## src/lmds_pkg.sv

```systemverilog
// constants, types and helpers shared by the led drive mode sequencer
// ==========================================================================
// ==========================================================================
package lmds_pkg;

  // ========================================================================
  // timing
  localparam int unsigned CLK_PERIOD_NS = 10; // 100 mhz system clock
  localparam int unsigned POR_DELAY_NS = 10000; // least power-on-reset hold
  localparam int unsigned POR_CYC = (POR_DELAY_NS + CLK_PERIOD_NS - 1) / CLK_PERIOD_NS;
  localparam int unsigned DEAD_NS = 200; // least dead time between outputs
  localparam int unsigned DEAD_CYC = (DEAD_NS + CLK_PERIOD_NS - 1) / CLK_PERIOD_NS;
  localparam int unsigned HALF_FREE_CYC = 500; // free-run half period, 100 khz
  localparam int unsigned LOOP_W = 8; // width of loop control level
  localparam int unsigned SYN_W = 16; // width of sync half-cycle timer

  // ========================================================================
  // drive modes, no codes given
  typedef enum logic [1:0] {
    LMDS_MODE_RES,
    LMDS_MODE_PWM,
    LMDS_MODE_SYN
  } lmds_mode_t;

  // enable comparator results: above on, pulse-width and sync thresholds
  typedef struct packed {
    logic syn; // enable above 4.3v
    logic pwm; // enable above 3.2v
    logic on; // enable above 1.7v logic threshold
  } lmds_en_cmp_t;

  // ========================================================================
  // highest threshold passed wins; below pulse-width is resonant
  function automatic lmds_mode_t decode_mode(input lmds_en_cmp_t c);
    if (c.syn) begin
      return LMDS_MODE_SYN;
    end else if (c.pwm) begin
      return LMDS_MODE_PWM;
    end
    return LMDS_MODE_RES;
  endfunction : decode_mode

endpackage : lmds_pkg

```

## src/lmds_ramp.sv

```systemverilog
// switching ramp counter: half-period count, phase and boundary pulses
`timescale 1ns/1ps
module lmds_ramp #(
  parameter int unsigned CNT_W = 10
) (
  input wire logic sys_clk, // system clock
  input wire logic rst_b, // async reset, active low
  input wire logic clear, // hold ramp at start
  input wire logic [CNT_W-1:0] half_len, // cycles per half period
  output logic [CNT_W-1:0] cnt, // position inside half period
  output logic phase, // 0 first half, 1 second half
  output logic half_end, // last cycle of a half
  output logic period_end // last cycle of a full period
);

  // ========================================================================
  // state
  typedef struct packed {
    logic [CNT_W-1:0] cnt; // ramp position
    logic phase; // half select
  } lmds_ramp_st_t;

  lmds_ramp_st_t r_q; // registered state
  lmds_ramp_st_t r_d; // next state

  // boundary decode, comparator on registered count
  assign half_end = !clear && (r_q.cnt >= half_len - CNT_W'(1));
  assign period_end = half_end && r_q.phase;
  assign cnt = r_q.cnt;
  assign phase = r_q.phase;

  // ========================================================================
  // next ramp; >= keeps a shortened half from running past its end
  always_comb begin
    r_d = r_q;
    if (clear) begin
      r_d = '0;
    end else if (half_end) begin
      r_d.cnt = '0;
      r_d.phase = !r_q.phase;
    end else begin
      r_d.cnt = r_q.cnt + CNT_W'(1);
    end
  end

  // register
  always_ff @(posedge sys_clk or negedge rst_b) begin
    if (!rst_b) begin
      r_q <= '0;
    end else begin
      r_q <= r_d;
    end
  end

endmodule : lmds_ramp

```

## src/lmds_sequencer.sv

```systemverilog
// led drive mode sequencer: power-up sequence, mode select, gate shaping
`timescale 1ns/1ps
module lmds_sequencer #(
  parameter int unsigned HALF_FREE = lmds_pkg::HALF_FREE_CYC, // free-run half period
  parameter int unsigned POR_HOLD = lmds_pkg::POR_CYC // reset hold cycles
) (
  input wire logic sys_clk, // oscillator clock, 100 mhz
  input wire logic rst_b, // async reset, active low
  input wire lmds_pkg::lmds_en_cmp_t en_cmp, // enable level comparators
  input wire logic uvlo_ok, // internal supply above rising threshold
  input wire logic sync_pos, // undervolt_sync_input in positive half
  input wire logic [lmds_pkg::LOOP_W-1:0] loop_level, // loop control level
  output logic regulator_en, // internal supply regulator on
  output logic sleep_mode, // device asleep
  output logic por_active, // power-on reset phase
  output logic logic_clear, // clears counters, registers, fault latch
  output logic softstart_preset, // presets softstart_cap_node
  output logic freq_adj_en, // frequency-adjust current connected
  output lmds_pkg::lmds_mode_t drive_mode, // active drive mode
  output logic gate_drive_a, // first gate output
  output logic gate_drive_b // second gate output
);

  // ========================================================================
  // sizes and elaboration checks
  localparam int unsigned CNT_W = $clog2(HALF_FREE + 1);
  localparam int unsigned POR_W = $clog2(POR_HOLD + 1);
  localparam int unsigned SYN_W = lmds_pkg::SYN_W;
  localparam int unsigned DEAD = lmds_pkg::DEAD_CYC;

  // resonant half must stay above dead time at the top loop level
  if (HALF_FREE < DEAD + (1 << lmds_pkg::LOOP_W) + 2) begin : g_bad_half
    $error("half period too short for dead time plus loop range");
  end
  if (POR_HOLD < 2) begin : g_bad_por
    $error("reset hold must be at least two cycles");
  end

  typedef enum logic [1:0] {
    LMDS_SEQ_SLEEP,
    LMDS_SEQ_LOCK,
    LMDS_SEQ_POR,
    LMDS_SEQ_RUN
  } lmds_seq_t;

  typedef struct packed {
    lmds_seq_t seq; // power-up sequence
    logic [POR_W-1:0] por_cnt; // reset delay timer
    logic [2:0] en_s1; // comparator sync, first stage
    logic [2:0] en_s2; // comparator sync, second stage
    logic sync_s1; // sync waveform, first stage
    logic sync_s2; // sync waveform, second stage
    logic sync_s3; // delayed copy for edge detect
    lmds_pkg::lmds_mode_t mode; // active drive mode
    logic [SYN_W-1:0] syn_cnt; // cycles since last zero crossing
    logic [SYN_W-1:0] syn_len; // length of previous half cycle
    logic gate_a; // gate output a
    logic gate_b; // gate output b
  } lmds_state_t;

  lmds_state_t s_q; // registered state
  lmds_state_t s_d; // next state

  logic [CNT_W-1:0] half_len; // ramp half length for current mode
  logic [CNT_W-1:0] rcnt; // ramp position
  logic rphase; // ramp half
  logic period_end; // switching period boundary
  logic running; // normal operation
  logic sync_edge; // zero crossing of sync waveform
  lmds_pkg::lmds_en_cmp_t en_s; // synchronised comparators

  assign running = (s_q.seq == LMDS_SEQ_RUN);
  assign en_s = lmds_pkg::lmds_en_cmp_t'(s_q.en_s2);
  assign sync_edge = s_q.sync_s2 ^ s_q.sync_s3;

  // ========================================================================
  // ramp: resonant shortens half period as loop level rises
  always_comb begin
    if (s_q.mode == lmds_pkg::LMDS_MODE_RES) begin
      half_len = CNT_W'(HALF_FREE) - CNT_W'(loop_level);
    end else begin
      half_len = CNT_W'(HALF_FREE);
    end
  end

  // one oscillator clock drives the ramp and every timer
  lmds_ramp #(
    .CNT_W(CNT_W)
  ) i_lmds_ramp (
    .sys_clk(sys_clk),
    .rst_b(rst_b),
    .clear(!running),
    .half_len(half_len),
    .cnt(rcnt),
    .phase(rphase),
    .half_end(),
    .period_end(period_end)
  );

  // ========================================================================
  // next state: sequence, mode and gate shaping
  always_comb begin
    logic on;
    on = 1'b0;
    s_d = s_q;
    // comparators and sync waveform pass two flops first
    s_d.en_s1 = {en_cmp.syn, en_cmp.pwm, en_cmp.on};
    s_d.en_s2 = s_q.en_s1;
    s_d.sync_s1 = sync_pos;
    s_d.sync_s2 = s_q.sync_s1;
    s_d.sync_s3 = s_q.sync_s2;

    // power-up sequence
    case (s_q.seq)
      LMDS_SEQ_SLEEP: begin
        if (en_s.on) begin
          s_d.seq = LMDS_SEQ_LOCK;
        end
      end
      LMDS_SEQ_LOCK: begin
        if (!en_s.on) begin
          s_d.seq = LMDS_SEQ_SLEEP;
        end else if (uvlo_ok) begin
          s_d.seq = LMDS_SEQ_POR;
          s_d.por_cnt = '0;
        end
      end
      LMDS_SEQ_POR: begin
        if (!en_s.on) begin
          s_d.seq = LMDS_SEQ_SLEEP;
        end else if (!uvlo_ok) begin
          s_d.seq = LMDS_SEQ_LOCK;
        end else if (s_q.por_cnt == POR_W'(POR_HOLD - 1)) begin
          s_d.seq = LMDS_SEQ_RUN;
        end else begin
          s_d.por_cnt = s_q.por_cnt + POR_W'(1);
        end
      end
      LMDS_SEQ_RUN: begin
        if (!en_s.on) begin
          s_d.seq = LMDS_SEQ_SLEEP;
        end else if (!uvlo_ok) begin
          s_d.seq = LMDS_SEQ_LOCK; // supply dip falls back to lockout
        end
      end
      default: begin
        s_d.seq = LMDS_SEQ_SLEEP;
      end
    endcase

    // mode follows enable on any cycle outside run, in run only at a period end, so no resonant or pulse-width pulse is cut short
    if (!running || period_end) begin
      s_d.mode = lmds_pkg::decode_mode(en_s);
    end

    // half-cycle timer of the sync waveform, saturating
    if (!running || sync_edge) begin
      s_d.syn_cnt = '0;
      s_d.syn_len = running ? s_q.syn_cnt : '0;
    end else if (s_q.syn_cnt != '1) begin
      s_d.syn_cnt = s_q.syn_cnt + SYN_W'(1);
    end

    // gate shaping; outside run both stay low
    s_d.gate_a = 1'b0;
    s_d.gate_b = 1'b0;
    if (running) begin
      case (s_q.mode)
        lmds_pkg::LMDS_MODE_RES: begin
          on = (rcnt >= CNT_W'(DEAD));
          s_d.gate_a = on && !rphase;
          s_d.gate_b = on && rphase;
        end
        lmds_pkg::LMDS_MODE_PWM: begin
          // trailing edge: rises after dead time, width from loop
          on = (rcnt >= CNT_W'(DEAD)) &&
               (rcnt < CNT_W'(DEAD) + CNT_W'(loop_level));
          s_d.gate_a = on && !rphase;
          s_d.gate_b = on && rphase;
        end
        lmds_pkg::LMDS_MODE_SYN: begin
          // leading edge: ends at zero crossing, starts width before it
          on = !sync_edge && (s_q.syn_cnt >= SYN_W'(DEAD)) &&
               ({1'b0, s_q.syn_cnt} + (SYN_W + 1)'(loop_level) >=
                {1'b0, s_q.syn_len});
          s_d.gate_a = on && s_q.sync_s2;
          s_d.gate_b = on && !s_q.sync_s2;
        end
        default: begin
          s_d.gate_a = 1'b0;
          s_d.gate_b = 1'b0;
        end
      endcase
    end
  end

  // register; everything starts asleep with both gate outputs low
  always_ff @(posedge sys_clk or negedge rst_b) begin
    if (!rst_b) begin
      s_q <= '0;
    end else begin
      s_q <= s_d;
    end
  end

  // ========================================================================
  // outputs, decoded from registered state
  assign regulator_en = (s_q.seq != LMDS_SEQ_SLEEP);
  assign sleep_mode = (s_q.seq == LMDS_SEQ_SLEEP);
  assign por_active = (s_q.seq == LMDS_SEQ_POR);
  assign logic_clear = !running;
  assign softstart_preset = !running;
  assign freq_adj_en = running && (s_q.mode == lmds_pkg::LMDS_MODE_RES);
  assign drive_mode = s_q.mode;
  assign gate_drive_a = s_q.gate_a;
  assign gate_drive_b = s_q.gate_b;
endmodule : lmds_sequencer

```

## config.mk

```make
export PLATFORM = sky130hd
export DESIGN_NAME = lmds_sequencer
export DESIGN_NICKNAME = d
export VERILOG_FILES = /design/src/lmds_pkg.sv /design/src/lmds_ramp.sv /design/src/lmds_sequencer.sv
export SDC_FILE = /design/constraint.sdc
export NUM_CORES = 1
export LEC_CHECK = 0
export ABC_AREA = 0
export BUFFER_PORTS_ARGS = -buffer_cell sky130_fd_sc_hd__buf_2
export CORE_ASPECT_RATIO = 1.25
export CORE_UTILIZATION = 62
export DETAILED_ROUTE_END_ITERATION = 16
export GPL_ROUTABILITY_DRIVEN = 1
export HOLD_SLACK_MARGIN = 0.06
export PLACE_DENSITY_LB_ADDON = 0.25
export SLEW_MARGIN = 30
export SYNTH_ARGS = -nofsm -noshare
export SYNTH_HDL_FRONTEND = slang
export SYNTH_HIERARCHICAL = 1
export SYNTH_SLANG_ARGS = --single-unit
```

## constraint.sdc

```tcl
create_clock -name sys_clk -period 4 [get_ports sys_clk]
set_input_delay 0.8 -clock sys_clk [delete_from_list [all_inputs] [get_ports sys_clk]]
set_output_delay 0.8 -clock sys_clk [all_outputs]
set_load 0.1 [all_outputs]
```

==> impl_results.md, run 1 <==
- Fmax: between 200 and 300 MHz
- Max-Slew Margin vs Limit: between 30 and 40%
- Via count: about 3800
- Critical hold path startpoint: s_d[41]
- TNS Setup: 0 ns
- Clock transition at path regs: 0.08 ns
- Max-cap violations: 0
- Syn nets: roughly 580
- Worst Tran Pin Value: 0.936 ns
- All-layer global routing usage: between 20% and 30%
- IO Port Bufs: 24
- Clk sink count: 67
- TritonCTS buffer count: 9
- Worst Hold Endpoint: en_s[2]
- Reg2reg start: drive_mode[1]
- DRC: 0
- Worst Path Required: approximately 4.2 ns
- Final cycle utilization of the critical path: a little over nine tenths
- WL final: 10.0 mm
- Vias in the first global route: 3824
- Slew Limit Fails: 0
- Worst Skew: slightly above 0.008 ns
- Gp weighted congestion: approximately 0.85
- First-pass GRT wire length: about 17 mm
- Die area: 0.00782 sq mm
- R2R depth: 12
- # rows: 34
- Pwr per Cell Area: 286 mW/mm^2
- Placed cell areas: 0.00499 sq mm
- Mapped Area: around 0.0046 sq mm
- Logic pwr share: 13.7%
- Net switching power: ~420 uW
- Pin count of the biggest net entering global routing: 50
- Outcome: finished clean
- Core box area: 0.00710 sq mm
- Average size of a mapped cell: around 8.9 sq um
- TritonRoute pass-1 iters: 5
- CTS tree: yes
- Max Fanout on Critical Path: 3
- Post-DRT Antenna Nets: 0
- Initial antenna violation count: 0
- Cell family with most CP delay: simple AND/OR/NAND/NOR gates
- Avg Vias per Cell: ~6
- Initial Utilization: about two thirds
- R2r endpoint: drive_mode[1]
- Max rail drop VDD: about 0.00027 V
- Clk Tree Root Cell: clkbuf_8
- Crit path buffers/inverters: 2
- P_leak: approximately 2.3 nW
- Post-synthesis cell count: 518
- Type of the most critical hold path: reg2reg
- I/O pin count: 25
- WHS Path Cells: 0
- ANT cells: 0
- CTS max path bufs: 2
- Layout cell share with drive strength beyond 1: 13.8%
- CP Class: in2reg
- DP HPWL: just over 7 mm
- Fillers: 513
- Iter 0 DRT Violations: roughly 190
- Post-layout util: between 70 and 80%
- Slowest CP cell: or4_4
- Grt total ovfl: 0
- Setup Fix Bufs, Post-CTS: 0
- Area Overhead vs Synth: 12.5%
- Max incr delay on CP: approximately 0.58 ns
- Tmin final: between 3 and 4 ns
- Critical path arrival: 4.03 ns
- Ys Warns: 6
- Final Setup Violations: 0
- RSZ-0062 raised after global routing: false
- H-tree Lvls: 3
- Nets: 628
- Die H: 98.6 microns
- Setup crit end kind: flip-flop
- Final Hold Fails: 0
- CP Cell Sequence: buf_2, inv_1, ha_1, a21oi_1, xor2_1, nand2_1, or4_4, nor4_2, xnor2_1, ha_1, a21oi_1, o21ai_0, a211oi_2, nor3b_1, nor2_1, mux2_2
- Sw frac: between 20% and 30%
- Flop2flop setup slack: 0.48 ns
- WL/cell: between 15 and 20 microns
- Final instance area: 0.00521 sq mm
- Startpoint types: input port
- Later-pin clock latency in the skew report: about 0.34 ns
- Internal power: 1.07 mW
- Clk network pwr share: between 30% and 40%
- Sequential share of power: 46.8%
- Die outline width: 79.3 microns
## power by group through the flow
stage | Sequential [mW] | Combinational (mW) | Clock, mW
2_1_floorplan | 0.708 | 0.135 | 0
3_3_place_gp | 0.710 | 0.195 | 0
3_5_place_dp | 0.711 | 0.203 | 0
4_1_cts | 0.698 | 0.205 | 0.602
5_1_grt | 0.700 | 0.226 | 0.632
6_report | 0.698 | 0.204 | 0.589
## repair_timing
action                                  in CTS  in global routing
endpoints found under the setup margin       0                  3
resized for setup                            0                  2
hold buffers                                 0                  0
## per-stage QoR
stage	instances	total power [mW]	hold WS (ns)	worst slack [ns]
final	657	1.49	0.350	0.206
after global routing	657	1.56	0.347	0.00820
after CTS	657	1.50	0.348	0.228
after detailed placement	641	0.914	0.336	-0.131
after global placement	641	0.905	0.334	-0.00561
after floorplan	518	0.843	0.331	0.113
## worst reg2reg max path: cells and delay by family, from the launching register on
family,cells,cell delay [ns]
muxes,1,0.36
adders and majority gates,1,0.28
and+or+nand+nor,6,1.57
DFF,1,0.48
AOI/OAI and AO/OA,3,0.55
xor gates and xnor gates,1,0.16
## layout by cell type, fill, tap and decap left out, drive strengths merged, types with 17 or more instances in the layout
| cell | instances |
|---|---|
| xnor2 | 34 |
| dfrtp | 67 |
| buf | 49 |
| nand3 | 17 |
| nor2 | 60 |
| nand2 | 66 |
| inv | 37 |
| ha | 50 |
| xor2 | 24 |
| a21oi | 33 |
## registers in the layout, indices dropped and copies added, names as in the netlist
| name | cells |
|---|---|
| drive_mode | 2 |
| s_q | 45 |
| i_lmds_ramp/phase | 1 |
| gate_drive_b | 1 |
| en_s | 3 |
| i_lmds_ramp/cnt | 9 |
| s_d | 5 |
| gate_drive_a | 1 |
## routing by layer
metal | share of wire, % | track usage [%] | vias up
li1 | - | - | 1886
met1 | 45 | 35.6 | 1853
met2 | 50 | 47.3 | 82
met3 | 3.1 | 5.09 | 18
met4 | 1.9 | 10.5 | 0
met5 | 0 | 0 | -
## area by class of cell
cell class,count,area [sq um],share of cell area [%]
Inverter,35,131,2.52
Timing Repair Buffer,49,323,6.19
Sequential cell,67,1680,32.2
Multi-Input combinational cell,400,2760,53.0
Clock inverter,6,71.3,1.37
Tap cell,90,113,2.16
Clock buffer,10,138,2.64
## worst max path at each step
stage                   from            end  slack [ns]  cells after the start
4_1_cts        loop_level[1]  drive_mode[1]        0.23                     16
5_1_grt        loop_level[1]  drive_mode[0]       0.008                     17
6_report       loop_level[0]  drive_mode[1]        0.21                     16
3_5_place_dp   loop_level[1]  drive_mode[1]       -0.13                     16
2_1_floorplan  loop_level[1]  drive_mode[1]        0.11                     15
3_3_place_gp   loop_level[1]  drive_mode[1]      -0.006                     16
No activity file was read; power rests on OpenSTA's default activity.
==> run 2, diff against run 1 <==
- CORE_UTILIZATION: 62 -> 50
==> run 2 against run 1 <==
Design area grew 0.62%. Die area grew 23%. Via count shrank 1.4%. Setup slack gained 0.038 ns. Critical path type unchanged. Sequential share of layout area shrank 0.20 points. Highest routed layer unchanged.
==> impl_results.md, run 2 (same netlist as run 1, synthesis figures left out) <==
- Avg Vias per Cell: between 5 and 6
- Clock transition at path regs: 0.08 ns
- Worst setup path start: loop_level[0]
- CP Cell Sequence: buf_2, inv_1, ha_1, a21oi_1, xor2_1, nand2_1, or4_4, nor4_2, xnor2_1, ha_1, nand4_1, nor3_1, a211oi_2, nor3b_1, nor2_1, mux2_2
- Worst Path Required: 4.24 ns
- Setup Fix Bufs, Post-CTS: 0
- Reg2reg start: s_q[18]
- # rows: 38
- Die area: just under 0.01 sq mm
- Critical path arrival: approximately 4.0 ns
- Critical hold path startpoint: s_d[37]
- Most frequent cells in the layout: 67 x dfrtp_1, 66 x nand2_1, 60 x nor2_1, 50 x ha_1, 35 x inv_1
- P_leak: roughly 2.4 nW
- CTS tree: yes
- Pwr Total: roughly 1.4 mW
- Clk Tree Root Cell: clkbuf_8
- Initial Utilization: between 50% and 60%
- Max-cap violations: 0
- TritonCTS buffer count: 9
- Max rail drop VDD: ~0.00026 V
- I/O pin count: 25
- Nets: ~630
- CTS Hold Bufs: 0
- IO Port Bufs: 24
- Slew Limit Fails: 0
- Final Hold Fails: 0
- Fmax: 266 MHz
- DP HPWL: roughly 7.6 mm
- Setup crit end kind: flip-flop
- Worst Skew: ~0.0083 ns
- Max incr delay on CP: between 0.5 and 0.6 ns
- Die H: 110 microns
- Later-pin clock latency in the skew report: about 0.35 ns
- DRC: 0
- Flop2flop setup slack: between 0.4 and 0.5 ns
- RSZ-0062 raised after global routing: false
- Final Setup Violations: 0
- WL/cell: ~15 microns
- Outcome: finished clean
- H-tree Lvls: 3
- Max-Slew Margin vs Limit: about a third
- Type of the most critical hold path: reg2reg
- Final cycle utilization of the critical path: between 90% and 100%
- Most frequent CP cell: ha_1
- WL final: slightly above 10 mm
- Max FFs per register: 45
- Commonest non-fill, non-tap cell in the layout: dfrtp_1
- Post-DRT Antenna Nets: 0
- CTS max path bufs: 2
- Grt total ovfl: 0
- Vias in the first global route: between 3000 and 4000
- First-pass GRT wire length: between 15 and 20 mm
- Fillers: 802
- CTS resizes: 0
- Iter 0 DRT Violations: between 200 and 250
- Gp weighted congestion: around 0.84
- Tmin final: 3.76 ns
- Pre-CTS WS: -0.123 ns
- Most flop-heavy register: s_q
- Max Fanout on Critical Path: 3
- TritonRoute pass-1 iters: 5
- Initial antenna violation count: 0
- All-layer global routing usage: 23.5%
- Startpoint types: input port
- Clk sink count: 67
- Pin count of the biggest net entering global routing: 49
- CP Class: in2reg
- Core box area: slightly below 0.009 sq mm
- Die outline width: between 80 and 90 microns
- Worst Tran Pin Value: about 0.98 ns
- Slowest CP cell: or4_4
- Via count: ~3800
- Final WS setup: 0.244 ns
- Area Overhead vs Synth: 13.2%
- ANT cells: 0
- Layout cell share with drive strength beyond 1: 14.7%
- Pwr per Cell Area: roughly 270 mW/mm^2
run 2: cell count changes in the layout (fill, tap and decap cells not counted):
cell | previous run | this run
buf_12 | 1 | 0
a2111oi_4 | 1 | 0
buf_4 | 25 | 31
clkinvlp_4 | 2 | 3
buf_2 | 23 | 24
a2111oi_2 | 0 | 1
bufinv_16 | 1 | 0
run 2: worst paths after layout:
| path | endpoint | depth (start not counted) |
|---|---|---|
| setup reg to reg | gate_drive_a | 15 |
| setup / recovery | drive_mode[1] | 16 |
| max in group asynchronous | s_q[46] | 2 |
| min in group asynchronous | s_q[27] | 1 |
| hold / removal | s_d[36] | 0 |
| hold reg to reg | s_d[36] | 0 |
run 2: critical path, delay by kind of cell:
kind	cells	cell delay [ns]
simple gates	7	1.58
compound gates	2	0.30
fa+ha+maj	2	0.52
xor+xnor	2	0.30
buf+inv	2	0.16
mux	1	0.31
run 2: report_power, final:
part           switching (mW)  internal, mW  leakage [nW]
registers             0.00928         0.687         0.909
clock network           0.283         0.247        0.0855
logic                   0.136        0.0706          1.36
run 2: layer usage:
layer | up-vias | global-route usage (%) | wire, microns
li1 | 1880 | - | -
met2 | 77 | 40.0 | 5040
met3 | 18 | 4.05 | 343
met4 | 0 | 8.76 | 196
met5 | - | 0 | 0
met1 | 1809 | 29.9 | 4650
run 2: layout make-up:
| cell class | count | area (sq um) | area share (%) |
|---|---|---|---|
| inverter | 35 | 131 | 2.50 |
| clock inverter | 6 | 48.8 | 0.930 |
| sequential | 67 | 1680 | 32.0 |
| tap | 120 | 150 | 2.86 |
| multi-input combinational | 400 | 2750 | 52.4 |
| clock buffer | 10 | 138 | 2.62 |
| timing repair buffer | 55 | 353 | 6.73 |
run 2: metrics by stage:
step | TNS (ns) | cells | cell area, sq um | hold WS, ns | util (%)
after floorplan | 0 | 518 | 4630 | 0.331 | -
after global placement | -0.0278 | 677 | 5050 | 0.333 | 57.1
after detailed placement | -0.328 | 677 | 5060 | 0.336 | 57.2
after CTS | 0 | 693 | 5250 | 0.354 | 59.3
after global routing | 0 | 693 | 5250 | 0.361 | 59.3
final | 0 | 693 | 5250 | 0.354 | 59.3
==> run 3, diff against run 2 <==
==> constraint.sdc (replaced) <==
create_clock -name sys_clk -period 4 [get_ports sys_clk]
set_input_delay 0 -clock sys_clk [delete_from_list [all_inputs] [get_ports sys_clk]]
set_output_delay 0 -clock sys_clk [all_outputs]
set_load 0.1 [all_outputs]
==> run 3 against run 2 <==
Non-clock buffer count is 18 lower. Clock-buffer cell count stayed put. Utilization is 1.0 points lower. Combinational power is 6% lower. Via count is 2.0% lower. Sequential cell count stayed put. Design area is 1.8% lower. Fmax is 3.7% higher. Register-to-register slack worse by 0.08 ns. First-iteration DRC count is 19% lower. Global-route usage is 0.35 points lower. Highest routed layer unchanged.
==> impl_results.md, run 3 (same netlist as run 1, synthesis figures left out) <==
- TNS Setup: 0 ns
- Clock transition at path regs: about 0.080 ns
- Pin count of the biggest net entering global routing: between 60 and 70
- TritonRoute pass-1 iters: 6
- Iter 0 DRT Violations: 175
- Gp weighted congestion: 0.892
- Avg Vias per Cell: around 5.5
- Max Fanout on Critical Path: 9
- FF/Latch Area: roughly 0.0017 sq mm
- Pwr per Cell Area: between 200 and 300 mW/mm^2
- Worst Tran Pin Value: slightly below 1 ns
- Critical path arrival: around 3.9 ns
- All-layer global routing usage: roughly 23%
- WL/cell: 14.9 microns
- Commonest non-fill, non-tap cell in the layout: dfrtp_1
- Initial Utilization: 52.4%
- Max FFs per register: 45
- Fmax: 276 MHz
- Post-DRT Antenna Nets: 0
- Nets: 616
- Slew Limit Fails: 0
- Die H: 110 microns
- TritonCTS buffer count: 9
- CP Class: reg2reg
- Later-pin clock latency in the skew report: about 0.36 ns
- # rows: 38
- CTS resizes: 0
- Startpoint types: flip-flop
- Setup Fix Bufs, Post-CTS: 0
- Max-cap violations: 0
- Via count: about 3700
- Fillers: about 830
- Multi-input gate area: roughly 0.0027 sq mm
- Most flop-heavy register: s_q
- Area Overhead vs Synth: 11.2%
- IO Port Bufs: 24
- Max-Slew Margin vs Limit: 35.6%
- Worst Skew: just over 0.01 ns
- Outcome: finished clean
- DP HPWL: between 7 and 8 mm
- Clk Tree Root Cell: clkbuf_8
- Type of the most critical hold path: in2async
- First-pass GRT wire length: 17.1 mm
- Final Setup Violations: 0
- Grt total ovfl: 0
- Final cycle utilization of the critical path: between 90% and 100%
- Vias in the first global route: around 3700
- RSZ-0062 raised after global routing: false
- DRC: 0
- I/O pin count: 25
- CTS Hold Bufs: 6
- Die area: 0.00966 sq mm
- Clk sink count: between 60 and 70
- ANT cells: 0
- Setup crit end kind: flip-flop
- Core box area: slightly below 0.009 sq mm
- Final Hold Fails: 0
- P_leak: roughly 2.3 nW
- WL final: ~10 mm
- Worst Path Required: ~4.2 ns
- Die outline width: between 80 and 90 microns
- Max rail drop VDD: 0.000278 V
- Initial antenna violation count: 0
- CTS max path bufs: 2
- Post-layout util: about three fifths
- CTS tree: yes
- Tmin final: ~3.6 ns
- Layout cell share with drive strength beyond 1: 10.5%
- H-tree Lvls: 3
- Most frequent cells in the layout: 67 x dfrtp_1, 66 x nand2_1, 60 x nor2_1, 50 x ha_1, 35 x inv_1
==> run 3: worst max-delay path, stage by stage (launching register included) <==
cell,delay (ns)
dfrtp_1,0.51
nor2_1,0.37
nand2_1,0.17
or4_4,0.59
nor4_2,0.19
xnor2_1,0.16
ha_1,0.28
a21oi_1,0.15
o21ai_0,0.15
a211oi_2,0.27
nor3b_1,0.08
nor2_1,0.22
mux2_2,0.38
==> run 3: through the flow <==
| stage | hold slack (ns) | power (mW) | instance area, sq um | setup WS [ns] | std cells |
|---|---|---|---|---|---|
| after floorplan | -0.296 | 0.843 | 4630 | 0.689 | 518 |
| after global placement | 0.108 | 0.894 | 4860 | 0.499 | 652 |
| after detailed placement | 0.110 | 0.899 | 4860 | 0.413 | 652 |
| after CTS | 0.258 | 1.49 | 5120 | 0.357 | 674 |
| after global routing | 0.153 | 1.55 | 5150 | 0.0821 | 675 |
| final | 0.134 | 1.48 | 5150 | 0.376 | 675 |
==> run 3: path summary, 6_finish.rpt <==
path	startpoint	end	slack (ns)	cells past startpoint
setup / recovery	drive_mode[0]	drive_mode[1]	0.38	12
hold / removal	rst_b	s_q[8]	0.13	3
setup reg to reg	drive_mode[0]	drive_mode[1]	0.38	12
hold reg to reg	s_d[41]	en_s[2]	0.35	0
max in group asynchronous	rst_b	i_lmds_ramp/cnt[3]	3.35	4
min in group sys_clk	sync_pos	s_d[37]	0.27	2
==> run 3: metal layers <==
metal  track usage [%]  up-vias  wire [microns]
li1                  -     1847               -
met1              28.8     1770            4540
met2              38.7       66            4900
met3              3.90       24             347
met4              11.8        0             282
met5                 0        -               0
==> run 3: area by class of cell <==
cell class / instances / share of cell area, %
Inverter: 35 / 2.55
Multi-Input combinational cell: 400 / 53.2
Timing Repair Buffer: 37 / 4.91
Clock buffer: 10 / 2.48
Tap cell: 120 / 2.91
Clock inverter: 6 / 1.43
Sequential cell: 67 / 32.5
==> run 3: where the power goes <==
group          switching, mW  internal, mW  leakage [nW]
clock                  0.291         0.296         0.101
sequential            0.0118         0.687         0.909
combinational          0.129        0.0652          1.28
total                  0.432          1.05          2.29
